File: src/logic/su_cfg.svh
// Register map, field positions, reset values and timing for the second serial port.
`ifndef SU_CFG_SVH
`define SU_CFG_SVH
`define SU_IDX_IE      8'hA8
`define SU_IDX_SADDR0  8'hA9
`define SU_IDX_PORT1_SLAVE_ADDRESS  8'hAA
`define SU_IDX_IP      8'hB8
`define SU_IDX_SADEN0  8'hB9
`define SU_IDX_PORT1_ADDRESS_MASK  8'hBA
`define SU_IDX_SCON    8'hC0
`define SU_IDX_SBUF    8'hC1
`define SU_IDX_PMR     8'hC4
`define SU_IDX_STATUS  8'hC5
`define SU_IDX_POWER_CONTROL_REG    8'hD7
`define SU_IE_ES1      6
`define SU_IP_PS1      6
`define SU_PC_BAUD2    7
`define SU_PC_FESEL    6
`define SU_REG_RST     8'h00
`define SU_CD_RST      2'h1
`define SU_CD_DIV4     2'h1
`define SU_M0_DIV_SLOW 12
`define SU_M0_DIV_FAST 4
`define SU_M2_CLK_SLOW 64
`define SU_M2_CLK_FAST 32
`define SU_OVERSAMPLE  16
`define SU_MID_TICK    4'h7
`define SU_LAST_TICK   4'hF
`endif

File: src/logic/su_pkg.sv
// Types shared by the second serial port.
package su_pkg;
  typedef enum logic [1:0] {TX_IDLE, TX_ASYNC, TX_SYNC} su_tx_state_t;
  typedef enum logic {RX_IDLE, RX_BITS} su_rx_state_t;
endpackage

File: src/logic/su_uart.sv
// Second serial port with masked address match and a classic Wishbone register slave.
//
// Chosen here: the Wishbone interface to the registers.
`timescale 1ns/1ns
`default_nettype none
`include "su_cfg.svh"
// Functional notes
// - Two mode bits pick one of four frames.
// - Top bit is mode or sticky framing error.
// - 11-bit multiproc: ninth bit 0 blocks receive.
// - 10-bit multiproc: bad stop blocks receive.
// - Sync shift clock is clk/12 or clk/4.
// - Receive starts only while receive enable set; clearing it aborts async receive but not a mode 0 byte.
// - Ninth transmitted bit comes from software.
// - Receive ninth field: ninth bit or stop.
// - Transmit flag timing; software clears it.
// - Receive flag timing; software clears it.
// - Data address: read receive, write transmit.
// - Mask bits select compared address bits.
// - All-zero mask accepts every address byte.
// - First port uses same masked compare.
// - Priority bit; top priority bit reads 1.
// - Switchback forces divide-by-4 on start bit.
// - Transmit activity high until transmit flag.
// - Interrupt reaches processor only when enabled.
module su_uart (
  // Clock and reset.
  input  wire logic        clk_i,
  input  wire logic        rst_i,
  // Wishbone slave.
  input  wire logic        wb_cyc_i,
  input  wire logic        wb_stb_i,
  input  wire logic        wb_we_i,
  input  wire logic [9:0]  wb_adr_i,
  input  wire logic [3:0]  wb_sel_i,
  input  wire logic [31:0] wb_dat_i,
  output logic      [31:0] wb_dat_o,
  output logic             wb_ack_o,
  // Serial pins and variable-rate tick.
  input  wire logic        rxd_i,
  output logic             rxd_o,
  output logic             rxd_oe_o,
  output logic             txd_o,
  input  wire logic        baud_tick_i,
  // First port address compare.
  input  wire logic [7:0]  p0_rx_byte_i,
  output logic             p0_addr_hit_o,
  // Interrupt and clock divider.
  output logic             irq_o,
  output logic             irq_high_prio_o,
  output logic      [1:0]  clock_div_o
);
  import su_pkg::*;

  logic [7:0] ie_reg, saddr0_reg, port1_slave_address_reg, saden0_reg, port1_address_mask_reg, power_control_reg_reg;
  logic [6:0] ip_reg;
  logic sm0_reg, sm1_reg, sm2_reg, ren_reg, tb8_reg, rb8_reg, ti_reg, ri_reg, fe_reg;
  logic [1:0] cd_reg;
  logic       swb_reg;
  logic [7:0] rxbuf_reg, txbuf_next;
  logic       ack_reg, hit0_reg;
  logic [31:0] dat_reg;
  logic [1:0] mode;
  logic req, wr;
  logic wr_scon, wr_sbuf;
  logic [7:0] rdat;

  assign mode = {sm0_reg, sm1_reg};
  assign req = wb_cyc_i && wb_stb_i && !ack_reg;
  assign wr = req && wb_we_i && wb_sel_i[0];
  assign wr_scon = wr && wb_adr_i[9:2] == `SU_IDX_SCON;
  assign wr_sbuf = wr && wb_adr_i[9:2] == `SU_IDX_SBUF;
  assign txbuf_next = wb_dat_i[7:0];

  // Pin synchroniser; logic reads the second stage, and start detection also reads the third.
  logic rxd_m_reg, rxd_s_reg, rxd_d_reg;
  always_ff @(posedge clk_i) begin
    if (rst_i) begin
      rxd_m_reg <= 1'b1;
      rxd_s_reg <= 1'b1;
      rxd_d_reg <= 1'b1;
    end else begin
      rxd_m_reg <= rxd_i;
      rxd_s_reg <= rxd_m_reg;
      rxd_d_reg <= rxd_s_reg;
    end
  end

  // Oversample tick: fixed rate in mode 2, external tick in modes 1 and 3.
  localparam logic [1:0] M2_SLOW = 2'(`SU_M2_CLK_SLOW / `SU_OVERSAMPLE - 1);
  localparam logic [1:0] M2_FAST = 2'(`SU_M2_CLK_FAST / `SU_OVERSAMPLE - 1);
  localparam logic [3:0] M0_SLOW = 4'(`SU_M0_DIV_SLOW - 1);
  localparam logic [3:0] M0_FAST = 4'(`SU_M0_DIV_FAST - 1);
  logic [1:0] m2_cnt_reg, m2_lim;
  logic [3:0] m0_lim;
  logic       tick;
  assign m2_lim = power_control_reg_reg[`SU_PC_BAUD2] ? M2_FAST : M2_SLOW;
  assign m0_lim = sm2_reg ? M0_FAST : M0_SLOW;
  assign tick = (mode == 2'h2) ? (m2_cnt_reg == m2_lim) : baud_tick_i;
  always_ff @(posedge clk_i) begin
    if (rst_i || m2_cnt_reg == m2_lim) begin
      m2_cnt_reg <= 2'h0;
    end else begin
      m2_cnt_reg <= m2_cnt_reg + 2'h1;
    end
  end

  // Transmit engine; mode 0 also runs the synchronous receive.
  su_tx_state_t tx_state_reg;
  logic [10:0] tx_sr_reg;
  logic [3:0]  tx_bits_reg, tx_tcnt_reg;
  logic        tx_m0rx_reg, tx_act_reg, txd_reg, rxo_reg;
  logic        tx_shift, m0_end, ti_set, ri_set_s;
  assign tx_shift = tx_state_reg == TX_ASYNC && tick && tx_tcnt_reg == `SU_LAST_TICK;
  assign m0_end = tx_state_reg == TX_SYNC && tx_tcnt_reg == m0_lim;
  assign ti_set = (tx_shift && tx_bits_reg == 4'h2)
      || (m0_end && tx_bits_reg == 4'h1 && !tx_m0rx_reg);
  assign ri_set_s = m0_end && tx_bits_reg == 4'h1 && tx_m0rx_reg;

  always_ff @(posedge clk_i) begin
    if (rst_i) begin
      tx_state_reg <= TX_IDLE;
      tx_sr_reg <= 11'h7FF;
      tx_bits_reg <= 4'h0;
      tx_tcnt_reg <= 4'h0;
      tx_m0rx_reg <= 1'b0;
    end else begin
      case (tx_state_reg)
        TX_IDLE: begin
          tx_tcnt_reg <= 4'h0;
          if (wr_sbuf && mode != 2'h0) begin
            tx_state_reg <= TX_ASYNC;
            tx_sr_reg <= {1'b1, (mode == 2'h1) ? 1'b1 : tb8_reg, txbuf_next, 1'b0};
            tx_bits_reg <= (mode == 2'h1) ? 4'hA : 4'hB;
          end else if (wr_sbuf) begin
            tx_state_reg <= TX_SYNC;
            tx_sr_reg <= {3'h7, txbuf_next};
            tx_bits_reg <= 4'h8;
            tx_m0rx_reg <= 1'b0;
          end else if (mode == 2'h0 && ren_reg && !ri_reg) begin
            tx_state_reg <= TX_SYNC;
            tx_bits_reg <= 4'h8;
            tx_m0rx_reg <= 1'b1;
          end
        end
        TX_ASYNC: begin
          if (tick) begin
            tx_tcnt_reg <= tx_tcnt_reg + 4'h1;
          end
          if (tx_shift) begin
            tx_sr_reg <= {1'b1, tx_sr_reg[10:1]};
            tx_bits_reg <= tx_bits_reg - 4'h1;
            if (tx_bits_reg == 4'h1) begin
              tx_state_reg <= TX_IDLE;
            end
          end
        end
        TX_SYNC: begin
          tx_tcnt_reg <= m0_end ? 4'h0 : tx_tcnt_reg + 4'h1;
          if (m0_end) begin
            tx_sr_reg <= {tx_sr_reg[10:8], rxd_s_reg, tx_sr_reg[7:1]};
            tx_bits_reg <= tx_bits_reg - 4'h1;
            if (tx_bits_reg == 4'h1) begin
              tx_state_reg <= TX_IDLE;
            end
          end
        end
        default: begin
          tx_state_reg <= TX_IDLE;
        end
      endcase
    end
  end

  // Activity flag and registered pin drive.
  always_ff @(posedge clk_i) begin
    if (rst_i) begin
      tx_act_reg <= 1'b0;
      txd_reg <= 1'b1;
      rxo_reg <= 1'b0;
    end else begin
      if (ti_set) begin
        tx_act_reg <= 1'b0;
      end else if (tx_state_reg == TX_IDLE && wr_sbuf) begin
        tx_act_reg <= 1'b1;
      end
      if (tx_state_reg == TX_SYNC) begin
        txd_reg <= tx_tcnt_reg > (m0_lim >> 1);
        rxo_reg <= !tx_m0rx_reg;
      end else begin
        txd_reg <= (tx_state_reg == TX_ASYNC) ? tx_sr_reg[0] : 1'b1;
        rxo_reg <= 1'b0;
      end
    end
  end
  assign txd_o = txd_reg;
  assign rxd_o = tx_sr_reg[0];
  assign rxd_oe_o = rxo_reg;

  // Asynchronous receive engine.
  su_rx_state_t rx_state_reg;
  logic [9:0] rx_sr_reg;
  logic [3:0] rx_bits_reg, rx_tcnt_reg, rx_last;
  logic       rx_act_reg, rx_start, rx_mid, rx_evt, rx_ninth, rx_ok, hit1;
  logic       ri_set_a, fe_set;
  logic [7:0] rx_data;
  assign rx_start = rx_state_reg == RX_IDLE && mode != 2'h0 && ren_reg
      && rxd_d_reg && !rxd_s_reg;
  assign rx_mid = rx_state_reg == RX_BITS && tick && rx_tcnt_reg == `SU_MID_TICK;
  assign rx_last = (mode == 2'h1) ? 4'h9 : 4'hA;
  assign rx_evt = rx_mid && rx_bits_reg == rx_last && ren_reg;
  assign rx_data = (mode == 2'h1) ? rx_sr_reg[9:2] : rx_sr_reg[8:1];
  assign rx_ninth = (mode == 2'h1) ? rxd_s_reg : rx_sr_reg[9];
  assign hit1 = ((rx_data ^ port1_slave_address_reg) & port1_address_mask_reg) == 8'h00;
  assign rx_ok = (mode == 2'h1) ? (!sm2_reg || rxd_s_reg)
      : (!sm2_reg || (rx_ninth && hit1));
  assign ri_set_a = rx_evt && rx_ok;
  assign fe_set = rx_evt && !rxd_s_reg;

  always_ff @(posedge clk_i) begin
    if (rst_i) begin
      rx_state_reg <= RX_IDLE;
      rx_sr_reg <= 10'h000;
      rx_bits_reg <= 4'h0;
      rx_tcnt_reg <= 4'h0;
      rx_act_reg <= 1'b0;
    end else begin
      case (rx_state_reg)
        RX_IDLE: begin
          rx_tcnt_reg <= 4'h0;
          rx_bits_reg <= 4'h0;
          if (rx_start) begin
            rx_state_reg <= RX_BITS;
            rx_act_reg <= 1'b1;
          end
        end
        RX_BITS: begin
          if (tick) begin
            rx_tcnt_reg <= rx_tcnt_reg + 4'h1;
          end
          if (!ren_reg || (rx_mid && rx_bits_reg == 4'h0 && rxd_s_reg) || rx_evt) begin
            rx_state_reg <= RX_IDLE;
            rx_act_reg <= 1'b0;
          end else if (rx_mid) begin
            rx_sr_reg <= {rxd_s_reg, rx_sr_reg[9:1]};
            rx_bits_reg <= rx_bits_reg + 4'h1;
          end
        end
        default: begin
          rx_state_reg <= RX_IDLE;
        end
      endcase
    end
  end

  // Receive register loads only together with the receive flag.
  always_ff @(posedge clk_i) begin
    if (rst_i) begin
      rxbuf_reg <= `SU_REG_RST;
    end else if (ri_set_a) begin
      rxbuf_reg <= rx_data;
    end else if (ri_set_s) begin
      rxbuf_reg <= {rxd_s_reg, tx_sr_reg[7:1]};
    end
  end

  // Control register; hardware set wins over a software clear.
  always_ff @(posedge clk_i) begin
    if (rst_i) begin
      {sm0_reg, sm1_reg, sm2_reg, ren_reg, tb8_reg} <= 5'h00;
      {rb8_reg, ti_reg, ri_reg, fe_reg} <= 4'h0;
    end else begin
      if (wr_scon) begin
        {sm1_reg, sm2_reg, ren_reg, tb8_reg} <= wb_dat_i[6:3];
        if (!power_control_reg_reg[`SU_PC_FESEL]) begin
          sm0_reg <= wb_dat_i[7];
        end
      end
      fe_reg <= fe_set || ((wr_scon && power_control_reg_reg[`SU_PC_FESEL]) ? wb_dat_i[7] : fe_reg);
      ti_reg <= ti_set || (wr_scon ? wb_dat_i[1] : ti_reg);
      ri_reg <= ri_set_a || ri_set_s || (wr_scon ? wb_dat_i[0] : ri_reg);
      if (ri_set_a) begin
        rb8_reg <= rx_ninth;
      end else if (wr_scon) begin
        rb8_reg <= wb_dat_i[2];
      end
    end
  end

  // Other registers, switchback and first-port compare.
  always_ff @(posedge clk_i) begin
    if (rst_i) begin
      {ie_reg, saddr0_reg, port1_slave_address_reg} <= {3{`SU_REG_RST}};
      {saden0_reg, port1_address_mask_reg, power_control_reg_reg} <= {3{`SU_REG_RST}};
      ip_reg <= 7'h00;
      cd_reg <= `SU_CD_RST;
      swb_reg <= 1'b0;
      hit0_reg <= 1'b0;
    end else begin
      hit0_reg <= ((p0_rx_byte_i ^ saddr0_reg) & saden0_reg) == 8'h00;
      if (wr) begin
        case (wb_adr_i[9:2])
          `SU_IDX_IE: ie_reg <= wb_dat_i[7:0];
          `SU_IDX_SADDR0: saddr0_reg <= wb_dat_i[7:0];
          `SU_IDX_PORT1_SLAVE_ADDRESS: port1_slave_address_reg <= wb_dat_i[7:0];
          `SU_IDX_IP: ip_reg <= wb_dat_i[6:0];
          `SU_IDX_SADEN0: saden0_reg <= wb_dat_i[7:0];
          `SU_IDX_PORT1_ADDRESS_MASK: port1_address_mask_reg <= wb_dat_i[7:0];
          `SU_IDX_POWER_CONTROL_REG: power_control_reg_reg <= {wb_dat_i[7:6], 6'h00};
          `SU_IDX_PMR: swb_reg <= wb_dat_i[5];
          default: ;
        endcase
      end
      if (rx_start && swb_reg) begin
        cd_reg <= `SU_CD_DIV4;
      end else if (wr && wb_adr_i[9:2] == `SU_IDX_PMR
          && !(swb_reg && (tx_act_reg || rx_act_reg))) begin
        cd_reg <= wb_dat_i[7:6];
      end
    end
  end

  // Read mux; the data address reads the receive register.
  always_comb begin
    case (wb_adr_i[9:2])
      `SU_IDX_IE: rdat = ie_reg;
      `SU_IDX_SADDR0: rdat = saddr0_reg;
      `SU_IDX_PORT1_SLAVE_ADDRESS: rdat = port1_slave_address_reg;
      `SU_IDX_IP: rdat = {1'b1, ip_reg};
      `SU_IDX_SADEN0: rdat = saden0_reg;
      `SU_IDX_PORT1_ADDRESS_MASK: rdat = port1_address_mask_reg;
      `SU_IDX_SCON: rdat = {power_control_reg_reg[`SU_PC_FESEL] ? fe_reg : sm0_reg, sm1_reg, sm2_reg,
          ren_reg, tb8_reg, rb8_reg, ti_reg, ri_reg};
      `SU_IDX_SBUF: rdat = rxbuf_reg;
      `SU_IDX_PMR: rdat = {cd_reg, swb_reg, 5'h00};
      `SU_IDX_STATUS: rdat = {4'h0, tx_act_reg, rx_act_reg, 2'h0};
      `SU_IDX_POWER_CONTROL_REG: rdat = power_control_reg_reg;
      default: rdat = 8'h00;
    endcase
  end

  always_ff @(posedge clk_i) begin
    if (rst_i) begin
      ack_reg <= 1'b0;
      dat_reg <= 32'h0000_0000;
    end else begin
      ack_reg <= req;
      dat_reg <= req ? {24'h00_0000, rdat} : 32'h0000_0000;
    end
  end

  assign wb_ack_o = ack_reg;
  assign wb_dat_o = dat_reg;
  assign p0_addr_hit_o = hit0_reg;
  assign irq_o = ie_reg[`SU_IE_ES1] && (ti_reg || ri_reg);
  assign irq_high_prio_o = ip_reg[`SU_IP_PS1];
  assign clock_div_o = cd_reg;
endmodule
`default_nettype wire

File: config.mk
export PLATFORM = sky130hd
export DESIGN_NAME = su_uart
export DESIGN_NICKNAME = d
export VERILOG_FILES = /design/src/logic/su_pkg.sv /design/src/logic/su_uart.sv
export VERILOG_INCLUDE_DIRS = /design/src /design/src/logic
export SDC_FILE = /design/constraint.sdc
export NUM_CORES = 1
export LEC_CHECK = 0
export ABC_AREA = 1
export BUFFER_PORTS_ARGS = -buffer_cell sky130_fd_sc_hd__buf_2
export CELL_PAD_IN_SITES_DETAIL_PLACEMENT = 0
export CELL_PAD_IN_SITES_GLOBAL_PLACEMENT = 2
export CORE_MARGIN = 5
export CORE_UTILIZATION = 32
export DETAILED_ROUTE_END_ITERATION = 10
export PLACE_DENSITY_LB_ADDON = 0.1
export SLEW_MARGIN = 10
export SYNTH_ARGS = -nofsm -noshare
export SYNTH_HDL_FRONTEND = slang
export SYNTH_SLANG_ARGS = --single-unit
File: constraint.sdc
create_clock -name clk_i -period 1.95 [get_ports clk_i]
set_input_delay 0.39 -clock clk_i [delete_from_list [all_inputs] [get_ports clk_i]]
set_output_delay 0.39 -clock clk_i [all_outputs]
set_load 0.02 [all_outputs]
==> flow_metrics.tcl <==
set metrics [dict create \
    status "finished clean" \
    root_buffer "clkbuf_16" \
    clk_pin_slew_ps 60 \
    cts_tree "done" \
    regArea_sq_um 2570 \
    max_freq_ghz 0.533 \
    synth_top_area_frac 0.381 \
    cts_sinks 128 \
    insertedDiodeCount 0 \
    cp.arrival_ps 2170 \
    syn_to_final_growth_pct 25.9 \
    placed_area_sq_um 7640 \
    largest_reg_flops 11 \
    drc 0 \
    ys_seq_elements 128 \
    rr_worst_depth 14 \
    hold_buffers 0 \
    ir_drop_mv 0.533 \
    setup_viol 0 \
    p_leak_nw 3.51 \
    nets 1133 \
    netlist_instances 948 \
    async_flop_share 0 \
    gp_congestion 0.822 \
    io_buffer_count 48 \
    yosys-top-cells-area "dfxtp_1 (38%), nand2_1 (9.2%), a21oi_1 (9.1%), nand3_1 (8.0%), o21ai_0 (6.6%)" \
    drtPass1Iterations 5 \
    required_ps 2250 \
    dieArea_sq_um 24000 \
    p_per_area_nw_per_um2 830 \
    drv_cap 0 \
    gr-max-usage-layer "met2" \
    antenna_found_initial 0 \
    rsz0062_at_grt "yes" \
    syn_area_per_cell_sq_um 7.09 \
    grt_pass1_wl_microns 35800 \
    layout_min_cycle_time_ps 1870 \
    worst_slack_ps 75.5 \
    htreeDepth 4 \
    rows 53 \
    drv_slew 0 \
    synth_top_area_cell "dfxtp_1" \
    dp_slack_ps -24.6 \
    grt_max_degree 30 \
    wl_per_cell_microns 17.3 \
    die_w_microns 155 \
    grt.overflow.total 0 \
    multi_input_area_sq_um 3650 \
    worstSetupStartpointType "register" \
    hpwlAfterDp_microns 17700 \
    synthDistinctLibCells 53 \
    totalWireLength_microns 23200 \
    hold_class "input port to register" \
    coreArea_sq_um 20800 \
    grt_pass1_vias 6218 \
    hold_viol_final 0 \
    final_antenna_net_count 0 \
    initial_core_util 0.323 \
    crit_fanout 8 \
    drt_first_iter_violations 377 \
    worstHoldPathCells 2 \
    grt_use_total 0.192 \
    final_cell_mix "nand2_1 (158), dfxtp_1 (122), a21oi_1 (121), nand3_1 (97), inv_1 (93)" \
    clkLatencyLatePin_ps 430 \
    end_kind "register" \
    ys_seq_area_frac 0.381 \
    grt_use_met3 0.0403 \
    finalInstanceArea_sq_um 8460 \
    synth_warnings 0 \
    synth_edf_count 0 \
    drive_above_1_share 0.216 \
    mostFrequentLayoutCell "nand2_1" \
    ios 102 \
    crit_type "register to register" \
    finClkSkew_ps 10.4 \
    num-fill-cells 2243 \
    routed_via_density 4.89 \
    yosys_most_used_dff "dfxtp_1" \
    synthesis.area_sq_um 6720 \
    grt_util_met2 0.289 \
    clockBufferDepth 2 \
    fp.dieH_microns 155 \
    gr-usage-met1 0.282 \
    fin_crit_sh 0.961 \
    vias 6576 \
    numCtsBuffers 17 \
]
## metrics by stage
stage	setup TNS (ps)	hold WS, ps	utilization	instances	power [W]
finish	0	151	0.406	1345	0.00702
CTS	0	142	0.394	1340	0.00710
global placement	-13.2	406	0.367	1308	0.00394
detailed placement	-128	405	0.367	1308	0.00394
floorplan	0	389	-	971	0.00358
global route	-449	147	0.406	1345	0.00737
## cell usage after synthesis, drive strengths merged, types with 3 or more instances
cell type  count
nor3          14
ha            15
a21oi        122
clkbuf        18
buf           40
o21ai        102
o31ai          3
clkinv         3
dfxtp        128
nand3        109
nor3b          3
nor4           5
nand4          8
inv          103
nor2          54
a22o           3
a31oi          4
or2            6
o211ai         5
o22ai         10
nand2        173
a211oi         6
## kinds of logic after synthesis
| family | after synthesis | share of synthesized area |
|---|---|---|
| adder cells (fa/ha/maj) | 15 | 0.0279 |
| buffers and inverters | 164 | 0.112 |
| flip-flops | 128 | 0.381 |
| AO/OA/AOI/OAI | 261 | 0.208 |
| AND/OR/NAND/NOR | 376 | 0.266 |
| other | 1 | 0.000558 |
| XOR/XNOR | 3 | 0.00391 |
## path summary, 6_finish.rpt
path / startpoint / endpoint / slack, ps
worst max-delay path: sm0_reg / rxbuf_reg[3] / 80
worst max register to register: sm0_reg / rxbuf_reg[3] / 80
worst min register to register: rxd_m_reg / rxd_s_reg / 420
worst min-delay path: rxd_i / rxd_m_reg / 150
## power breakdown
part           internal [W]  switching (W)
combinational      0.000389       0.000697
sequential          0.00272      0.0000829
clock               0.00180        0.00133
## area by class of cell
type | count | area share
Clock inverter | 14 | 0.0154
Clock buffer | 18 | 0.0519
Tap cell | 275 | 0.0407
Multi-Input combinational cell | 680 | 0.432
Sequential cell | 128 | 0.304
Inverter | 106 | 0.0481
Timing Repair Buffer | 124 | 0.108
## metal layers
metal | vias to the layer above | part of all wire
li1 | 3376 | -
met1 | 3043 | 0.50
met2 | 144 | 0.44
met3 | 13 | 0.046
met4 | 0 | 0.0068
met5 | - | 0
## critical path, cell delays in order (launching register included)
cell and delay [ps]:
dfxtp_2 350, inv_4 60, buf_8 130, buf_6 120
nand3_1 100, nand3_1 90, nand3_1 70, nand2_1 50
nor2_1 130, nand3_2 120, nand2_4 170, buf_6 130
nand3_2 90, nand2_1 80, a21oi_1 50
## repair_timing
action	in CTS	in global routing
endpoints found under the setup margin	0	40
resized for setup	0	52
setup buffers	0	4
Power figures use the tool's default switching activity.
